===== src/verilog/msel_pkg.sv =====
// constants shared by the parallel message select front end
// assumes a 25 MHz system clock
package msel_pkg;
  localparam int unsigned CLK_HZ = 25000000;
  localparam int unsigned TICK_MS_US = 1000;
  localparam int unsigned MS_CYCLES = CLK_HZ / 1000 * TICK_MS_US / 1000;
  localparam int unsigned TENTH_MS = 100;
  localparam logic [7:0] DEB_DC_MS = 8'h05;
  localparam logic [7:0] DEB_AC_MS = 8'h2f;
  localparam logic [7:0] RR_TIME_RST = 8'h05;
  localparam logic [7:0] BLINK_RST = 8'h05;
  localparam logic [7:0] RATE_RST = 8'h05;
  localparam logic [4:0] SAVER_MAX_H = 5'h18;
  localparam logic [11:0] SEC_PER_HOUR = 12'he10;
  localparam logic [3:0] TENTHS_PER_SEC = 4'ha;
  // register offsets (byte addresses, word aligned)
  localparam logic [5:0] REG_PORT = 6'h00;
  localparam logic [5:0] REG_SERIAL = 6'h04;
  localparam logic [5:0] REG_TIMES = 6'h08;
  localparam logic [5:0] REG_RATES = 6'h0c;
  localparam logic [5:0] REG_DATE = 6'h10;
  localparam logic [5:0] REG_TIME = 6'h14;
  localparam logic [5:0] REG_STATUS = 6'h18;
  localparam logic [5:0] REG_SEL = 6'h1c;
  // time set staging bits; go is write-only, freeze reads back at bit 30
  localparam int unsigned SET_GO_BIT = 31;
  localparam int unsigned SET_FREEZE_BIT = 30;
  typedef enum logic [1:0] {MODE_REG, MODE_ROUND, MODE_PRIO, MODE_RSVD} run_mode_e;
endpackage


===== src/verilog/msel_front.sv =====
// parallel message select front end with timing configuration
// assumes a classic wishbone master on the same clock; field inputs synchronous
// What this block does
// - parity on gives 7-bit word, else 8
// - date: month 1-12, day 1-31, year 0-99
// - 12h with am/pm or 24h; min/sec 0-59
// - clock frozen during setup, loaded at end
// - date/time set refused without clock fitted
// - polarity: 0 inverted, 1 non-inverted
// - code: 0 BCD, 1 binary
// - width: 0 is 8-bit (only 7 discrete inputs in priority/round robin), 1 is 16-bit
// - width change refused without 16 inputs
// - DC debounce is 5 ms
// - AC debounce is 47 ms
// - variable debounce 1 to 99 ms
// - accept change only after debounce delay
// - run mode: regular, round robin, priority
// - priority: first input wins
// - round robin cycles active inputs, 0-255 tenths
// - without control lines only data inputs count
// - control lines add four discrete inputs
// - saver 0-24 hours, 0 disables
// - saver expiry clears displayed message
// - blink on/off 1-99 tenths, default 5
// - chain/scroll rates 1-255 tenths
// - parity odd 0 or even 1 when enabled
`timescale 1ns/1ps
`default_nettype none
module msel_front
  import msel_pkg::*;
#(
  parameter bit HAS_CLOCK = 1'b1,
  parameter bit HAS_WIDE = 1'b1,
  parameter int unsigned MS_CNT = MS_CYCLES
) (
  input wire logic clk_i,
  input wire logic rst_i,
  input wire logic cyc_i,
  input wire logic stb_i,
  input wire logic we_i,
  input wire logic [5:0] adr_i,
  input wire logic [3:0] sel_i,
  input wire logic [31:0] dat_i,
  output logic [31:0] dat_o,
  output logic ack_o,
  input wire logic [15:0] discrete_select_inputs_i,
  input wire logic [3:0] control_lines_i,
  input wire logic display_activity_i,
  output logic [15:0] msg_number_o,
  output logic msg_valid_o,
  output logic blink_phase_o,
  output logic chain_tick_o,
  output logic scroll_up_tick_o,
  output logic scroll_left_tick_o
);
  // configuration
  logic polarity_ff, code_ff, width_ff, ctl_in_ff;
  logic [1:0] deb_sel_ff;
  logic [7:0] deb_var_ff;
  run_mode_e mode_ff;
  logic par_en_ff, par_even_ff, word8;
  logic [7:0] rr_time_ff, blink_on_ff, blink_off_ff;
  logic [7:0] rate_chain_ff, rate_up_ff, rate_left_ff;
  logic [4:0] saver_h_ff;
  logic refused_ff;
  // clock state
  logic [3:0] month_ff;
  logic [4:0] day_ff, hour_ff;
  logic [6:0] year_ff;
  logic [5:0] min_ff, sec_ff;
  logic fmt24_ff, frozen_ff;
  logic [3:0] tenth_sec_ff;

  logic wr, rd, acc;
  logic [31:0] wd;
  assign acc = cyc_i && stb_i && !ack_o;
  assign wr = cyc_i && stb_i && we_i && ack_o; // writes land on the edge that sees ack
  assign rd = acc && !we_i;
  always_comb begin
    for (int b = 0; b < 4; b++) begin
      wd[b*8 +: 8] = sel_i[b] ? dat_i[b*8 +: 8] : 8'h00;
    end
  end

  function automatic logic [7:0] clamp(input logic [7:0] v, input logic [7:0] lo,
                                       input logic [7:0] hi);
    clamp = (v < lo) ? lo : ((v > hi) ? hi : v);
  endfunction

  always_ff @(posedge clk_i) begin
    if (rst_i) begin
      ack_o <= 1'b0;
    end else begin
      ack_o <= acc;
    end
  end

  // configuration writes
  always_ff @(posedge clk_i) begin
    if (rst_i) begin
      polarity_ff <= 1'b0;
      code_ff <= 1'b0;
      width_ff <= HAS_WIDE;
      ctl_in_ff <= 1'b0;
      deb_sel_ff <= 2'h1;
      deb_var_ff <= DEB_DC_MS;
      mode_ff <= MODE_REG;
      par_en_ff <= 1'b0;
      par_even_ff <= 1'b0;
      rr_time_ff <= RR_TIME_RST;
      blink_on_ff <= BLINK_RST;
      blink_off_ff <= BLINK_RST;
      rate_chain_ff <= RATE_RST;
      rate_up_ff <= RATE_RST;
      rate_left_ff <= RATE_RST;
      saver_h_ff <= 5'h00;
      refused_ff <= 1'b0;
    end else if (wr) begin
      unique case (adr_i)
        REG_PORT: begin
          polarity_ff <= wd[0];
          code_ff <= wd[1];
          if (HAS_WIDE) begin
            width_ff <= wd[2];
          end
          refused_ff <= !HAS_WIDE && (wd[2] != width_ff);
          if (wd[5:4] != 2'h0) begin
            deb_sel_ff <= wd[5:4];
          end
          deb_var_ff <= clamp(wd[15:8], 8'h01, 8'h63);
          if (wd[17:16] != 2'h3) begin
            mode_ff <= run_mode_e'(wd[17:16]);
          end
          ctl_in_ff <= wd[18];
        end
        REG_SERIAL: begin
          par_en_ff <= wd[0];
          par_even_ff <= wd[1];
        end
        REG_TIMES: begin
          rr_time_ff <= wd[7:0];
          blink_on_ff <= clamp(wd[15:8], 8'h01, 8'h63);
          blink_off_ff <= clamp(wd[23:16], 8'h01, 8'h63);
          saver_h_ff <= 5'(clamp({3'h0, wd[28:24]}, 8'h00, {3'h0, SAVER_MAX_H}));
        end
        REG_RATES: begin
          rate_chain_ff <= clamp(wd[7:0], 8'h01, 8'hff);
          rate_up_ff <= clamp(wd[15:8], 8'h01, 8'hff);
          rate_left_ff <= clamp(wd[23:16], 8'h01, 8'hff);
        end
        REG_DATE, REG_TIME: begin
          refused_ff <= !HAS_CLOCK;
        end
        default: begin
        end
      endcase
    end
  end

  // word length follows parity enable; mode bit is ignored when parity is off
  assign word8 = !par_en_ff;

  // tick dividers
  logic [$clog2(MS_CYCLES+1)-1:0] ms_cnt_ff;
  logic [6:0] tenth_cnt_ff;
  logic ms_tick, tenth_tick, sec_tick;
  assign ms_tick = (ms_cnt_ff == ($bits(ms_cnt_ff))'(MS_CNT - 1));
  assign tenth_tick = ms_tick && (tenth_cnt_ff == 7'(TENTH_MS - 1));
  assign sec_tick = tenth_tick && (tenth_sec_ff == TENTHS_PER_SEC - 4'h1);
  always_ff @(posedge clk_i) begin
    if (rst_i) begin
      ms_cnt_ff <= '0;
      tenth_cnt_ff <= 7'h00;
      tenth_sec_ff <= 4'h0;
    end else begin
      ms_cnt_ff <= ms_tick ? '0 : ms_cnt_ff + 1'b1;
      if (ms_tick) begin
        tenth_cnt_ff <= tenth_tick ? 7'h00 : tenth_cnt_ff + 7'h01;
      end
      if (tenth_tick) begin
        tenth_sec_ff <= sec_tick ? 4'h0 : tenth_sec_ff + 4'h1;
      end
    end
  end

  // time of day; staged time is loaded only by the final go write
  always_ff @(posedge clk_i) begin
    if (rst_i) begin
      month_ff <= 4'h1;
      day_ff <= 5'h01;
      year_ff <= 7'h00;
      hour_ff <= 5'h00;
      min_ff <= 6'h00;
      sec_ff <= 6'h00;
      fmt24_ff <= 1'b0;
      frozen_ff <= 1'b0;
    end else if (wr && HAS_CLOCK && adr_i == REG_DATE) begin
      month_ff <= 4'(clamp({4'h0, wd[3:0]}, 8'h01, 8'h0c));
      day_ff <= 5'(clamp({3'h0, wd[12:8]}, 8'h01, 8'h1f));
      year_ff <= 7'(clamp({1'b0, wd[22:16]}, 8'h00, 8'h63));
    end else if (wr && HAS_CLOCK && adr_i == REG_TIME) begin
      frozen_ff <= wd[SET_FREEZE_BIT];
      fmt24_ff <= wd[24];
      if (wd[SET_GO_BIT]) begin
        frozen_ff <= 1'b0;
        hour_ff <= 5'(clamp({3'h0, wd[20:16]}, 8'h00, 8'h17));
        min_ff <= 6'(clamp({2'h0, wd[13:8]}, 8'h00, 8'h3b));
        sec_ff <= 6'(clamp({2'h0, wd[5:0]}, 8'h00, 8'h3b));
      end
    end else if (sec_tick && !frozen_ff && HAS_CLOCK) begin
      if (sec_ff != 6'h3b) begin
        sec_ff <= sec_ff + 6'h01;
      end else begin
        sec_ff <= 6'h00;
        if (min_ff != 6'h3b) begin
          min_ff <= min_ff + 6'h01;
        end else begin
          min_ff <= 6'h00;
          hour_ff <= (hour_ff == 5'h17) ? 5'h00 : hour_ff + 5'h01;
        end
      end
    end
  end

  // 12 hour view: hours 1-12 plus pm flag
  logic [4:0] hour12;
  logic pm;
  assign pm = hour_ff >= 5'h0c;
  always_comb begin
    hour12 = pm ? hour_ff - 5'h0c : hour_ff;
    if (hour12 == 5'h00) begin
      hour12 = 5'h0c;
    end
  end

  // input conditioning and debounce
  logic [19:0] raw, stable_ff, last_ff;
  logic [7:0] deb_cnt_ff, deb_ms;
  assign raw = {control_lines_i, polarity_ff ? discrete_select_inputs_i
                                             : ~discrete_select_inputs_i};
  always_comb begin
    unique case (deb_sel_ff)
      2'h2: deb_ms = DEB_AC_MS;
      2'h3: deb_ms = deb_var_ff;
      default: deb_ms = DEB_DC_MS;
    endcase
  end
  always_ff @(posedge clk_i) begin
    if (rst_i) begin
      last_ff <= 20'h00000;
      stable_ff <= 20'h00000;
      deb_cnt_ff <= 8'h00;
    end else begin
      last_ff <= raw;
      if (raw != last_ff) begin
        deb_cnt_ff <= 8'h00;
      end else if (ms_tick && deb_cnt_ff < deb_ms) begin
        deb_cnt_ff <= deb_cnt_ff + 8'h01;
      end else if (deb_cnt_ff >= deb_ms) begin
        stable_ff <= last_ff;
      end
    end
  end

  // discrete set: data inputs plus optional control lines
  logic [19:0] active;
  always_comb begin
    active = 20'h00000;
    if (width_ff) begin
      active[15:0] = stable_ff[15:0];
    end else begin
      active[6:0] = stable_ff[6:0];
    end
    if (ctl_in_ff) begin
      active[19:16] = stable_ff[19:16];
    end
  end

  function automatic logic [15:0] bcd_to_bin(input logic [15:0] v);
    bcd_to_bin = 16'(v[3:0]) + 16'(v[7:4]) * 16'd10 + 16'(v[11:8]) * 16'd100
                 + 16'(v[15:12]) * 16'd1000;
  endfunction

  logic [15:0] word, par_num;
  assign word = width_ff ? stable_ff[15:0] : {8'h00, stable_ff[7:0]};
  assign par_num = code_ff ? word : bcd_to_bin(word);

  logic [4:0] prio_idx;
  logic prio_any;
  always_comb begin
    prio_idx = 5'h00;
    prio_any = 1'b0;
    for (int i = 19; i >= 0; i--) begin
      if (active[i]) begin
        prio_idx = 5'(i);
        prio_any = 1'b1;
      end
    end
  end

  // round robin pointer steps to the next active input each display period
  logic [4:0] rr_idx_ff;
  logic [7:0] rr_cnt_ff;
  logic [4:0] rr_next;
  always_comb begin
    rr_next = rr_idx_ff;
    for (int k = 20; k >= 1; k--) begin
      if (active[(32'(rr_idx_ff) + k) % 20]) begin
        rr_next = 5'((32'(rr_idx_ff) + k) % 20);
      end
    end
  end
  always_ff @(posedge clk_i) begin
    if (rst_i) begin
      rr_idx_ff <= 5'h00;
      rr_cnt_ff <= 8'h00;
    end else if (mode_ff == MODE_ROUND) begin
      if (!active[rr_idx_ff] || (tenth_tick && rr_cnt_ff + 8'h01 >= rr_time_ff)) begin
        rr_idx_ff <= rr_next;
        rr_cnt_ff <= 8'h00;
      end else if (tenth_tick) begin
        rr_cnt_ff <= rr_cnt_ff + 8'h01;
      end
    end
  end

  // display saver counts seconds of inactivity
  logic [16:0] idle_s_ff;
  logic saver_hit;
  assign saver_hit = saver_h_ff != 5'h00
                     && idle_s_ff >= 17'(saver_h_ff) * 17'(SEC_PER_HOUR);
  always_ff @(posedge clk_i) begin
    if (rst_i || display_activity_i || saver_h_ff == 5'h00) begin
      idle_s_ff <= 17'h00000;
    end else if (sec_tick && !saver_hit) begin
      idle_s_ff <= idle_s_ff + 17'h00001;
    end
  end

  always_ff @(posedge clk_i) begin
    if (rst_i) begin
      msg_number_o <= 16'h0000;
      msg_valid_o <= 1'b0;
    end else if (saver_hit) begin
      msg_valid_o <= 1'b0;
      msg_number_o <= 16'h0000;
    end else begin
      unique case (mode_ff)
        MODE_ROUND: begin
          msg_number_o <= 16'(rr_idx_ff) + 16'h0001;
          msg_valid_o <= active[rr_idx_ff];
        end
        MODE_PRIO: begin
          msg_number_o <= 16'(prio_idx) + 16'h0001;
          msg_valid_o <= prio_any;
        end
        default: begin
          msg_number_o <= par_num;
          msg_valid_o <= 1'b1;
        end
      endcase
    end
  end

  // blink and rate timers on the tenth tick
  logic [7:0] blink_cnt_ff, chain_cnt_ff, up_cnt_ff, left_cnt_ff;
  always_ff @(posedge clk_i) begin
    if (rst_i) begin
      blink_cnt_ff <= 8'h00;
      blink_phase_o <= 1'b1;
    end else if (tenth_tick) begin
      if (blink_cnt_ff + 8'h01 >= (blink_phase_o ? blink_on_ff : blink_off_ff)) begin
        blink_cnt_ff <= 8'h00;
        blink_phase_o <= !blink_phase_o;
      end else begin
        blink_cnt_ff <= blink_cnt_ff + 8'h01;
      end
    end
  end
  always_ff @(posedge clk_i) begin
    if (rst_i) begin
      chain_cnt_ff <= 8'h00;
      up_cnt_ff <= 8'h00;
      left_cnt_ff <= 8'h00;
      chain_tick_o <= 1'b0;
      scroll_up_tick_o <= 1'b0;
      scroll_left_tick_o <= 1'b0;
    end else begin
      chain_tick_o <= tenth_tick && chain_cnt_ff + 8'h01 >= rate_chain_ff;
      scroll_up_tick_o <= tenth_tick && up_cnt_ff + 8'h01 >= rate_up_ff;
      scroll_left_tick_o <= tenth_tick && left_cnt_ff + 8'h01 >= rate_left_ff;
      if (tenth_tick) begin
        chain_cnt_ff <= (chain_cnt_ff + 8'h01 >= rate_chain_ff) ? 8'h00 : chain_cnt_ff + 8'h01;
        up_cnt_ff <= (up_cnt_ff + 8'h01 >= rate_up_ff) ? 8'h00 : up_cnt_ff + 8'h01;
        left_cnt_ff <= (left_cnt_ff + 8'h01 >= rate_left_ff) ? 8'h00 : left_cnt_ff + 8'h01;
      end
    end
  end

  // read mux is registered so data is stable with ack
  always_ff @(posedge clk_i) begin
    if (rst_i) begin
      dat_o <= 32'h00000000;
    end else if (rd) begin
      unique case (adr_i)
        REG_PORT: dat_o <= {13'h0000, ctl_in_ff, mode_ff, deb_var_ff, 2'h0, deb_sel_ff,
                            1'b0, width_ff, code_ff, polarity_ff};
        REG_SERIAL: dat_o <= {29'h00000000, word8, par_even_ff, par_en_ff};
        REG_TIMES: dat_o <= {3'h0, saver_h_ff, blink_off_ff, blink_on_ff, rr_time_ff};
        REG_RATES: dat_o <= {8'h00, rate_left_ff, rate_up_ff, rate_chain_ff};
        REG_DATE: dat_o <= {9'h000, year_ff, 3'h0, day_ff, 4'h0, month_ff};
        REG_TIME: dat_o <= {1'b0, frozen_ff, 5'h00, fmt24_ff, 2'h0, pm,
                            fmt24_ff ? hour_ff : hour12, 2'h0, min_ff, 2'h0, sec_ff};
        REG_STATUS: dat_o <= {27'h0000000, HAS_WIDE, HAS_CLOCK, saver_hit, prio_any, refused_ff};
        REG_SEL: dat_o <= {12'h000, stable_ff};
        default: dat_o <= 32'h00000000;
      endcase
    end
  end
endmodule
`default_nettype wire


===== config.mk =====
export PLATFORM = sky130hd
export DESIGN_NAME = msel_front
export DESIGN_NICKNAME = d
export VERILOG_FILES = /design/src/verilog/msel_pkg.sv /design/src/verilog/msel_front.sv
export SDC_FILE = /design/constraint.sdc
export NUM_CORES = 1
export LEC_CHECK = 0
export BUFFER_PORTS_ARGS = -buffer_cell sky130_fd_sc_hd__buf_2
export CORE_MARGIN = 3
export CORE_UTILIZATION = 32
export CTS_CLUSTER_DIAMETER = 150
export DETAILED_ROUTE_END_ITERATION = 6
export PLACE_DENSITY = 0.44
export SYNTH_ARGS = -nofsm -noshare
export SYNTH_HDL_FRONTEND = slang
export SYNTH_SLANG_ARGS = --single-unit

===== constraint.sdc =====
create_clock -name clk_i -period 15.07 [get_ports clk_i]
set_input_delay 0.7535 -clock clk_i [delete_from_list [all_inputs] [get_ports clk_i]]
set_output_delay 0.7535 -clock clk_i [all_outputs]
set_load 0.02 [all_outputs]

==> impl_metrics.py, run 1 <==
metrics = {
    "drt": {
        "wl_um": 95700,
        "vias": 25500,
        "vias_per_cell": 5.81,
        "drcViolationCount": 0,
        "first_pass_iters": 6,
        "ant_nets": 0,
        "wire_per_inst_um": 21.8,
        "drt-initial-drc-count": 2205,
    },
    "layout": {
        "syn_to_final_growth_pct": 9.79,
        "final_nets": 3613,
        "drive_above_1_share_pct": 10.3,
    },
    "timing": {
        "hold_viol": 0,
        "finalCriticalPeriod_ns": 6.86,
        "relSlewSlack_pct": 20.3,
        "skew_ns": 0.0234,
        "final.setup.tns_ns": 0,
        "max_clock_freq_mhz": 146,
        "setup_violations": 0,
        "period_share_pct": 45.5,
        "tightest_slew_ns": 1.19,
        "rsz0062_at_grt": "no",
        "slew_viol_final": 0,
    },
    "logic_synthesis": {
        "yosys.area.top_type": "dfxtp_1",
        "synth_cell_types": 120,
        "synth_edf_count": 0,
        "syn_area_per_cell_um2": 7.77,
        "synth_common_cells": "nor2_1 (349), nand2_1 (298), dfxtp_1 (294)",
        "postSynth.asyncResetShare_pct": 0,
        "yosys_warnings": 0,
        "synth-main-ff-cell": "dfxtp_1",
        "netlist.area_leader.share_pct": 22.8,
        "yosys_register_bits": 294,
        "synth_top_cells_by_area": "dfxtp_1 (23%), ha_1 (9.8%), nor2_1 (5.1%), a21oi_1 (4.9%), nand2_1 (4.3%)",
        "ys_seq_area_share_pct": 22.8,
        "netlist_area_um2": 25800,
        "netlist_instances": 3324,
        "yosysMostFrequentCell": "nor2_1",
    },
    "placed_design": {
        "portBuffers": 118,
        "hpwl_um": 71800,
        "place.gp.congestion": 0.910,
    },
    "pwr": {
        "ir_drop_mv": 0.0790,
        "p_leak_nw": 11.4,
        "finalPower_w": 0.00174,
        "powerDensity_nw_per_um2": 61.3,
    },
    "clock_network": {
        "clkTransAtPathRegs_ns": 0.07,
        "worstSkewPairLatency_ns": 0.53,
        "cts_resized": 0,
        "cts_hold_buf": 0,
        "postCtsSetupBuffers": 0,
        "htree_levels": 2,
        "cts_tree": "done",
        "cts.sinks": 294,
        "numCtsBuffers": 35,
        "clock_path_buffers": 3,
        "cts.root.buffer_cell": "clkbuf_16",
    },
    "critical_path": {
        "rr_worst_depth": 18,
        "path_delay_family": "compound AO/OA/AOI/OAI gates",
        "cp_num_buf_inv": 2,
        "required_ns": 15.52,
        "r2r_slack_ns": 8.21,
        "crit_path_end": "rr_idx_ff[3]$_SDFFE_PP0P_",
        "end_kind": "flip-flop",
        "r2r-start": "rr_idx_ff[3]$_SDFFE_PP0P_",
        "worstSetupStartpointType": "flip-flop",
        "cp_slowest_cell": "ha_1",
        "crit_top_cell": "ha_1",
        "critPathMaxStageDelay_ns": 0.90,
        "cp_cell_sequence": "buf_4 > inv_2 > ha_1 > nand2_1 > xnor2_1 > a21oi_1 > ha_1 > nand2b_1 > a2111oi_0 > nor4_1 > a211o_1 > nor4b_1 > a311oi_2 > o311ai_0 > o221ai_1 > o21ai_0 > a41oi_1 > o22ai_1",
        "cp.depth": 18,
        "r2r_end": "rr_idx_ff[3]$_SDFFE_PP0P_",
        "crit_fanout": 25,
        "cp.arrival_ns": 7.31,
        "critPathLaunch": "rr_idx_ff[3]$_SDFFE_PP0P_",
        "crit_type": "reg2reg",
    },
    "floorplan": {
        "core_area_um2": 79500,
        "io_pins": 122,
        "die_x_um": 290,
        "initial_utilization_pct": 32.5,
        "core.rowCount": 103,
        "dieArea_um2": 84100,
        "dieHeight_um": 290,
    },
    "global_route": {
        "antenna_found_initial": 1,
        "grt_max_degree": 133,
        "first_global_vias": 24500,
        "grt_pass1_wl_um": 146000,
        "grt-ovfl-total": 0,
        "grt_usage_pct": 21.6,
    },
    "hold_path": {
        "hold_class": "reg2reg",
    },
    "status": {
        "status": "finished clean",
    },
    "flow_run": {
        "cap_violations": 0,
    },
}
## worst register-to-register path: stages, from the launching register on
cell	delay, ns
dfxtp_2	0.31
buf_4	0.22
inv_2	0.51
ha_1	0.91
nand2_1	0.24
xnor2_1	0.36
a21oi_1	0.12
ha_1	0.27
nand2b_1	0.23
a2111oi_0	0.59
nor4_1	0.15
a211o_1	0.29
nor4b_1	0.74
a311oi_2	0.20
o311ai_0	0.80
o221ai_1	0.25
o21ai_0	0.26
a41oi_1	0.21
o22ai_1	0.14
## per-layer routing
layer | GRT usage, % | wire length (um) | vias to the layer above | share of wire, %
met5 | 0 | 0 | - | 0
met1 | 27.8 | 41600 | 12400 | 43
met4 | 6.04 | 2520 | 0 | 2.6
li1 | - | - | 12200 | -
met2 | 38.1 | 46700 | 815 | 49
met3 | 2.31 | 4890 | 142 | 5.1
## sequential cells by signal (all words and copies together), names as in the netlist, 6 cells and up
register	count
blink_cnt_ff	8
blink_off_ff	8
blink_on_ff	8
chain_cnt_ff	8
dat_o	30
deb_cnt_ff	8
deb_var_ff	8
idle_s_ff	17
last_ff	20
left_cnt_ff	8
min_ff	6
ms_cnt_ff	15
msg_number_o	16
rate_chain_ff	8
rate_left_ff	8
rate_up_ff	8
rr_cnt_ff	8
rr_time_ff	8
sec_ff	6
stable_ff	20
tenth_cnt_ff	7
up_cnt_ff	8
year_ff	7
## stage by stage
stage,instances,hold WS [ns],cell area (um^2),util (%),setup slack [ns]
2_1_floorplan,3325,0.426,25800,-,9.67
3_3_place_gp,4335,0.439,27200,34.2,8.37
3_5_place_dp,4335,0.449,27200,34.2,8.33
4_1_cts,4397,0.439,28300,35.6,8.29
5_1_grt,4398,0.458,28300,35.7,7.88
6_report,4398,0.458,28300,35.7,8.21
## placed cells by master, fill, tap and decap left out, types with 47 or more instances in the layout
cell type and count:
xor2_1 82, nor3_1 91, mux2i_1 65, o211ai_1 47, o21ai_0 163, inv_1 145, buf_2 117, nand3_1 120
dfxtp_1 290, nand2_1 298, nor2b_1 58, a21oi_1 251, ha_1 203, xnor2_1 88, a211oi_1 51, nor2_1 346
nand2b_1 56
## final cells by class
| class | instances | area [um^2] |
|---|---|---|
| Inverter | 156 | 588 |
| Fill cell | 8282 | 51200 |
| Sequential cell | 294 | 5890 |
| Tap cell | 1050 | 1310 |
| Antenna cell | 1 | 2.50 |
| Multi-Input combinational cell | 2677 | 18500 |
| Clock inverter | 12 | 144 |
| Clock buffer | 50 | 1020 |
| Timing Repair Buffer | 158 | 910 |
## report_power, final
group	switching [W]	total (W)	internal, W
clock	0.000348	0.000873	0.000525
sequential	0.00000499	0.000788	0.000783
combinational	0.0000542	0.0000759	0.0000216
## kinds of logic after synthesis
family / count (synthesis) / synth area share [%]
AO/OA/AOI/OAI: 949 / 25.4
XOR/XNOR: 177 / 6.28
adder cells (fa/ha/maj): 225 / 11.5
buffers and inverters: 354 / 5.77
flip-flops: 294 / 22.8
multiplexers: 105 / 5.33
other: 1 / 0.0145
AND/OR/NAND/NOR: 1219 / 23.0
## how the worst min path moves through the flow
stage                                          to  depth (start not counted)                    start
after floorplan           ms_cnt_ff[0]$_SDFF_PP0_                          1  ms_cnt_ff[0]$_SDFF_PP0_
after detailed placement   day_ff[1]$_SDFFE_PP0P_                          2   day_ff[1]$_SDFFE_PP0P_
after global placement    ms_cnt_ff[0]$_SDFF_PP0_                          1  ms_cnt_ff[0]$_SDFF_PP0_
after CTS                  last_ff[17]$_SDFF_PP0_                          2       control_lines_i[1]
after global routing       last_ff[17]$_SDFF_PP0_                          2       control_lines_i[1]
final                      day_ff[1]$_SDFFE_PP0P_                          2   day_ff[1]$_SDFFE_PP0P_
(Power assumes the default switching activity.)
==> run 2: changes to the inputs <==
--- a/config.mk
+++ b/config.mk
@@ -5,12 +5,13 @@
 export SDC_FILE = /design/constraint.sdc
 export NUM_CORES = 1
 export LEC_CHECK = 0
+export ABC_AREA = 1
 export BUFFER_PORTS_ARGS = -buffer_cell sky130_fd_sc_hd__buf_2
 export CORE_MARGIN = 3
 export CORE_UTILIZATION = 32
 export CTS_CLUSTER_DIAMETER = 150
 export DETAILED_ROUTE_END_ITERATION = 6
-export PLACE_DENSITY = 0.44
+export PLACE_DENSITY = 0.46
 export SYNTH_ARGS = -nofsm -noshare
 export SYNTH_HDL_FRONTEND = slang
 export SYNTH_SLANG_ARGS = --single-unit
==> constraint.sdc (replaced) <==
create_clock -name clk_i -period 5.6 [get_ports clk_i]
set_input_delay 0.28 -clock clk_i [delete_from_list [all_inputs] [get_ports clk_i]]
set_output_delay 0.28 -clock clk_i [all_outputs]
set_load 0.02 [all_outputs]
==> run 2 against run 1 <==
  * Hold slack lost 0.43 ns
  * Sequential share of layout area up 1.8 points
  * First-iteration DRC count decreased by 25%
  * Wire length shrank 15%
  * Critical path depth increased by 8
  * Combinational power rose to 2.7 times the previous value
  * Sequential power increased to 2.7 times the previous value
  * Synthesized area shrank 12%
  * Critical path type unchanged
  * Largest power group unchanged
==> impl_metrics.py, run 2 <==
metrics = {
    "layout": {
        "drive_above_1_share_pct": 9.95,
        "largest_reg_flops": 30,
        "final_cell_mix": "nand2_1 (692), inv_1 (475), dfxtp_1 (291), a21oi_1 (279), o21ai_0 (256)",
        "largest-register": "dat_o",
        "antenna_cells": 0,
        "finalNonFillerCells": 4469,
        "syn_to_final_growth_pct": 14.5,
        "largestRegisters": "dat_o x30, last_ff x20, stable_ff x20",
        "final_nets": 3791,
        "final_common_cell": "nand2_1",
    },
    "logic_synthesis": {
        "yosys.area.top_type": "dfxtp_1",
        "synth_cell_types": 78,
        "synth_top_cells_by_area": "dfxtp_1 (26%), nand2_1 (11%), ha_1 (11%), inv_1 (7.8%), a21oi_1 (6.1%)",
        "yosys_register_bits": 294,
        "yosysMostFrequentCell": "nand2_1",
        "ys_seq_area_share_pct": 25.8,
        "netlist_area_um2": 22800,
        "postSynth.asyncResetShare_pct": 0,
        "synth-main-ff-cell": "dfxtp_1",
        "netlist_instances": 3362,
        "synth_common_cells": "nand2_1 (692), inv_1 (476), dfxtp_1 (294)",
        "syn_area_per_cell_um2": 6.79,
        "netlist.area_leader.share_pct": 25.8,
        "synth_edf_count": 0,
        "yosys_warnings": 0,
    },
    "global_route": {
        "grt_usage_pct": 21.3,
        "first_global_vias": 21300,
        "grt_pass1_wl_um": 125000,
        "grt_max_degree": 57,
        "antenna_found_initial": 0,
        "grt-ovfl-total": 0,
    },
    "clock_network": {
        "cts.sinks": 294,
        "cts_tree": "done",
        "htree_levels": 2,
        "clkTransAtPathRegs_ns": 0.06,
        "cts.root.buffer_cell": "clkbuf_16",
        "worstSkewPairLatency_ns": 0.57,
        "clock_path_buffers": 3,
        "numCtsBuffers": 38,
    },
    "placed_design": {
        "hpwl_um": 62500,
        "portBuffers": 118,
        "dp_cells": 4379,
        "place.gp.congestion": 0.921,
    },
    "timing": {
        "hold_viol": 0,
        "final.setup.tns_ns": 0,
        "relSlewSlack_pct": 31.6,
        "tightest_slew_ns": 1.02,
        "skew_ns": 0.0251,
        "setup_violations": 0,
        "period_share_pct": 90.0,
        "finalCriticalPeriod_ns": 5.04,
        "rsz0062_at_grt": "no",
        "max_clock_freq_mhz": 198,
        "slew_viol_final": 0,
    },
    "flow_run": {
        "cap_violations": 0,
    },
    "floorplan": {
        "io_pins": 122,
        "dieHeight_um": 273,
        "core_area_um2": 70400,
        "initial_utilization_pct": 32.4,
        "die_x_um": 273,
        "dieArea_um2": 74600,
        "core.rowCount": 97,
    },
    "drt": {
        "wire_per_inst_um": 18.1,
        "wl_um": 80900,
        "ant_nets": 0,
        "vias": 22700,
        "drcViolationCount": 0,
        "first_pass_iters": 6,
        "drt-initial-drc-count": 1649,
        "vias_per_cell": 5.07,
    },
    "critical_path": {
        "required_ns": 6.06,
        "crit_fanout": 7,
        "cp_slowest_cell": "fa_1",
        "path_delay_family": "simple AND/OR/NAND/NOR gates",
        "worstSetupStartpointType": "flip-flop",
        "crit_top_cell": "nand2_1",
        "critPathMaxStageDelay_ns": 0.44,
        "r2r_slack_ns": 0.56,
        "end_kind": "flip-flop",
        "crit_type": "reg2reg",
        "cp_num_buf_inv": 0,
        "cp.arrival_ns": 5.50,
    },
    "hold_path": {
        "hold_class": "in2reg",
    },
    "pwr": {
        "ir_drop_mv": 0.179,
        "powerDensity_nw_per_um2": 186,
        "p_leak_nw": 11.9,
    },
    "status": {
        "status": "finished clean",
    },
}
==> run 2: changes by cell type after synthesis, sizes merged, moves of 29 or more <==
cell / previous run / this run
a21o: 32 / 3
buf: 58 / 28
o21ai: 171 / 291
xnor2: 94 / 22
and3: 43 / 1
inv: 150 / 497
xor2: 82 / 115
mux2i: 65 / 1
nor3: 95 / 57
clkbuf: 140 / 75
nand2b: 56 / 0
nor2b: 58 / 0
nor2: 353 / 257
nand2: 298 / 706
==> run 2: area by class of cell <==
cell class	instances	area [um^2]
inverters	503	1890
clock inverters	16	159
repair buffers	200	1260
well taps	940	1180
fillers	7742	44300
multi-input cells	2463	14600
flip-flops and latches	294	5890
clock buffers	53	1140
==> run 2: cell families after synthesis <==
family / after synthesis / share of synthesized area, %
and+or+nand+nor: 1274 / 24.0
other: 1 / 0.0164
AOI/OAI and AO/OA: 826 / 21.3
muxes: 1 / 0.0439
buffers and inverters: 606 / 10.3
xor gates and xnor gates: 137 / 5.68
DFF: 294 / 25.8
adders and majority gates: 223 / 12.9
==> run 2: stage by stage <==
step	util, %	power [W]	setup slack, ns	instance area [um^2]	hold WS, ns
floorplan	-	0.00226	0.856	22800	0.387
global placement	35.0	0.00235	0.325	24600	0.438
detailed placement	35.0	0.00234	0.327	24600	0.444
CTS	37.1	0.00493	0.309	26100	0.00442
global route	37.1	0.00503	0.00280	26100	0.0335
finish	37.1	0.00485	0.561	26100	0.0315
==> run 2: metal layers <==
layer	up-vias	global-route usage (%)	part of all wire (%)	routed length [um]
li1	11500	-	-	-
met1	10600	29.2	47	38300
met2	503	36.3	47	37800
met3	67	2.30	4.5	3640
met4	0	3.85	1.4	1140
met5	-	0	0	0
==> run 2: where the power goes <==
group | switching (W) | internal (W)
registers | 0.00000512 | 0.00210
clock network | 0.00102 | 0.00152
logic | 0.000141 | 0.0000610
total | 0.00117 | 0.00368
==> run 2: worst paths after layout <==
| check | from | to | depth (start not counted) |
|---|---|---|---|
| max | saver_h_ff[3]$_SDFFE_PP0P_ | idle_s_ff[15]$_SDFFE_PP0P_ | 26 |
| max reg2reg | saver_h_ff[3]$_SDFFE_PP0P_ | idle_s_ff[15]$_SDFFE_PP0P_ | 26 |
| min reg2reg | ms_cnt_ff[0]$_SDFF_PP0_ | ms_cnt_ff[0]$_SDFF_PP0_ | 1 |
| min | dat_i[28] | saver_h_ff[4]$_SDFFE_PP0P_ | 3 |
==> run 2: what timing repair did <==
item                       4_1_cts  5_1_grt
resized for setup                0        5
hold endpoints to repair        20        0
buffers inserted                 0        0
setup endpoints to repair        0        2
hold buffers                    21        0
==> run 2: worst reg2reg max path, cell delays in order, from the launching register on <==
cell	delay, ns
dfxtp_2	0.40
fa_1	0.44
ha_1	0.30
ha_1	0.29
ha_1	0.35
a21oi_1	0.15
nand2_1	0.10
a21o_1	0.16
a21oi_1	0.15
xor2_1	0.17
ha_1	0.27
nand4_1	0.10
nor2_1	0.04
a221oi_1	0.25
nand2_1	0.08
nand2_1	0.11
nand2_1	0.10
nor2_1	0.14
nand4_1	0.13
nor2_1	0.12
nand2_1	0.08
nor3b_1	0.24
nand4_1	0.21
nor4_2	0.24
nand2_1	0.10
o21ai_0	0.15
a21oi_1	0.05
==> run 3: changes to the inputs <==
--- a/config.mk
+++ b/config.mk
@@ -6,7 +6,7 @@
 export NUM_CORES = 1
 export LEC_CHECK = 0
 export ABC_AREA = 1
-export BUFFER_PORTS_ARGS = -buffer_cell sky130_fd_sc_hd__buf_2
+export BUFFER_PORTS_ARGS = -buffer_cell sky130_fd_sc_hd__buf_4
 export CORE_MARGIN = 3
 export CORE_UTILIZATION = 32
 export CTS_CLUSTER_DIAMETER = 150
==> run 3 against run 2 <==
  * First-iteration DRC count increased by 2.5%
  * Clock power fell by 3%
  * Critical path depth unchanged
  * Critical endpoint unchanged
  * Sequential cell count is the same
  * Hold slack better by 0.0080 ns
==> impl_metrics.py, run 3 (synthesized netlist as in run 2, its figures left out) <==
metrics = {
    "layout": {
        "largest_reg_flops": 30,
        "largest-register": "dat_o",
        "post-route-util_pct": 37.4,
        "fin_area_um2": 26300,
        "drive_above_1_share_pct": 9.49,
        "final_common_cell": "nand2_1",
        "syn_to_final_growth_pct": 15.3,
        "largestRegisters": "dat_o x30, last_ff x20, stable_ff x20",
        "final_nets": 3784,
        "final_cell_mix": "nand2_1 (692), inv_1 (475), dfxtp_1 (294), a21oi_1 (279), o21ai_0 (256)",
    },
    "clock_network": {
        "worstSkewPairLatency_ns": 0.56,
        "cts.root.buffer_cell": "clkbuf_16",
        "cts.sinks": 294,
        "htree_levels": 2,
        "cts_tree": "done",
        "clock_path_buffers": 3,
        "clkTransAtPathRegs_ns": 0.06,
        "numCtsBuffers": 38,
    },
    "placed_design": {
        "portBuffers": 118,
        "place.gp.congestion": 0.930,
        "dp_slack_ns": 0.313,
        "hpwl_um": 62700,
        "dpl_cell_area_um2": 24900,
    },
    "critical_path": {
        "required_ns": 6.04,
        "rr_worst_depth": 26,
        "crit_type": "reg2reg",
        "worstSetupStartpointType": "flip-flop",
        "r2r-start": "saver_h_ff[4]$_SDFFE_PP0P_",
        "r2r_slack_ns": 0.38,
        "end_kind": "flip-flop",
        "cp.arrival_ns": 5.67,
        "crit_fanout": 6,
        "r2r_end": "idle_s_ff[15]$_SDFFE_PP0P_",
    },
    "drt": {
        "vias": 22400,
        "first_pass_iters": 6,
        "drt-initial-drc-count": 1691,
        "wire_per_inst_um": 18.2,
        "wl_um": 81100,
        "ant_nets": 0,
        "drcViolationCount": 0,
        "vias_per_cell": 5.02,
    },
    "timing": {
        "slew_viol_final": 0,
        "hold_viol": 0,
        "period_share_pct": 93.3,
        "relSlewSlack_pct": 33.9,
        "skew_ns": 0.0211,
        "finalCriticalPeriod_ns": 5.22,
        "tightest_slew_ns": 0.989,
        "max_clock_freq_mhz": 191,
        "rsz0062_at_grt": "yes",
        "setup_violations": 0,
        "whs_ns": 0.0395,
        "setup_slack_ns": 0.375,
    },
    "floorplan": {
        "core_area_um2": 70400,
        "io_pins": 122,
        "initial_utilization_pct": 32.4,
        "core.rowCount": 97,
        "dieArea_um2": 74600,
        "dieHeight_um": 273,
        "die_x_um": 273,
    },
    "pwr": {
        "powerDensity_nw_per_um2": 182,
        "p_sw_w": 0.00114,
        "p_leak_nw": 11.9,
        "comb_power_share_pct": 4.5,
        "ir_drop_mv": 0.189,
        "p_sw_share_pct": 23.8,
        "pwr-share-seq_pct": 44.0,
        "p_int_w": 0.00365,
        "clockPowerShare_pct": 51.5,
    },
    "global_route": {
        "first_global_vias": 21200,
        "grt_pass1_wl_um": 124000,
        "grt_usage_pct": 21.4,
        "grt-ovfl-total": 0,
        "antenna_found_initial": 0,
        "grt_max_degree": 67,
    },
    "hold_path": {
        "hold_class": "in2reg",
        "hp-start": "discrete_select_inputs_i[2]",
        "hold_end": "last_ff[2]$_SDFF_PP0_",
        "min_path_cells": 4,
    },
    "status": {
        "status": "finished clean",
    },
    "flow_run": {
        "cap_violations": 0,
    },
}
==> run 3: critical path: stages, from the launching register on <==
cell and delay (ns):
dfxtp_1 0.46, fa_1 0.46, ha_1 0.30, ha_1 0.29
ha_1 0.35, a21oi_1 0.14, nand2_1 0.09, a21o_1 0.16
a21oi_1 0.14, xor2_1 0.25, ha_1 0.30, nand4_1 0.10
nor2_1 0.04, a221oi_1 0.25, nand2_1 0.09, nand2_1 0.11
nand2_1 0.10, nor2_1 0.14, nand4_1 0.12, nor2_1 0.11
nand2_1 0.07, nor3b_1 0.24, nand4_1 0.22, nor4_2 0.25
nand2_1 0.11, o21ai_0 0.15, a21oi_1 0.05
==> run 3: timing repair <==
item | in CTS | in global routing
endpoints found under the setup margin | 0 | 2
buffers inserted | 0 | 0
endpoints found under the hold margin | 19 | 0
gates resized for setup | 0 | 2
hold buffers | 20 | 0
==> run 3: how the worst max path moves through the flow <==
stage | startpoint | end
6_report | saver_h_ff[4]$_SDFFE_PP0P_ | idle_s_ff[15]$_SDFFE_PP0P_
3_5_place_dp | saver_h_ff[4]$_SDFFE_PP0P_ | idle_s_ff[15]$_SDFFE_PP0P_
3_3_place_gp | saver_h_ff[4]$_SDFFE_PP0P_ | idle_s_ff[15]$_SDFFE_PP0P_
4_1_cts | saver_h_ff[4]$_SDFFE_PP0P_ | idle_s_ff[15]$_SDFFE_PP0P_
2_1_floorplan | saver_h_ff[3]$_SDFFE_PP0P_ | idle_s_ff[15]$_SDFFE_PP0P_
5_1_grt | saver_h_ff[4]$_SDFFE_PP0P_ | idle_s_ff[15]$_SDFFE_PP0P_
==> run 3: routing by layer <==
metal	wire length, um	up-vias	GRT usage, %
met2	36900	483	35.4
li1	-	11500	-
met4	2410	0	6.26
met1	38000	10300	28.9
met3	3810	113	2.80
met5	0	-	0
==> run 3: cell type report <==
cell class / count / area, um^2
antenna: 1 / 2.50
clock buffer: 57 / 1110
clock inverter: 10 / 133
fill: 7673 / 44100
inverter: 503 / 1890
multi-input combinational: 2463 / 14600
sequential: 294 / 5890
tap: 940 / 1180
timing repair buffer: 193 / 1500
==> run 3: power groups by stage <==
stage               clock network (W)  registers, W  logic (W)
floorplan                           0       0.00215   0.000102
global placement                    0       0.00215   0.000204
detailed placement                  0       0.00215   0.000203
CTS                           0.00254       0.00211   0.000215
global route                  0.00263       0.00211   0.000233
finish                        0.00247       0.00211   0.000215
==> run 3: through the flow <==
stage	cells	TNS (ns)	total power (W)
floorplan	3363	0	0.00226
global placement	4373	0	0.00236
detailed placement	4373	0	0.00236
CTS	4460	0	0.00487
global route	4460	-0.114	0.00497
finish	4461	0	0.00479
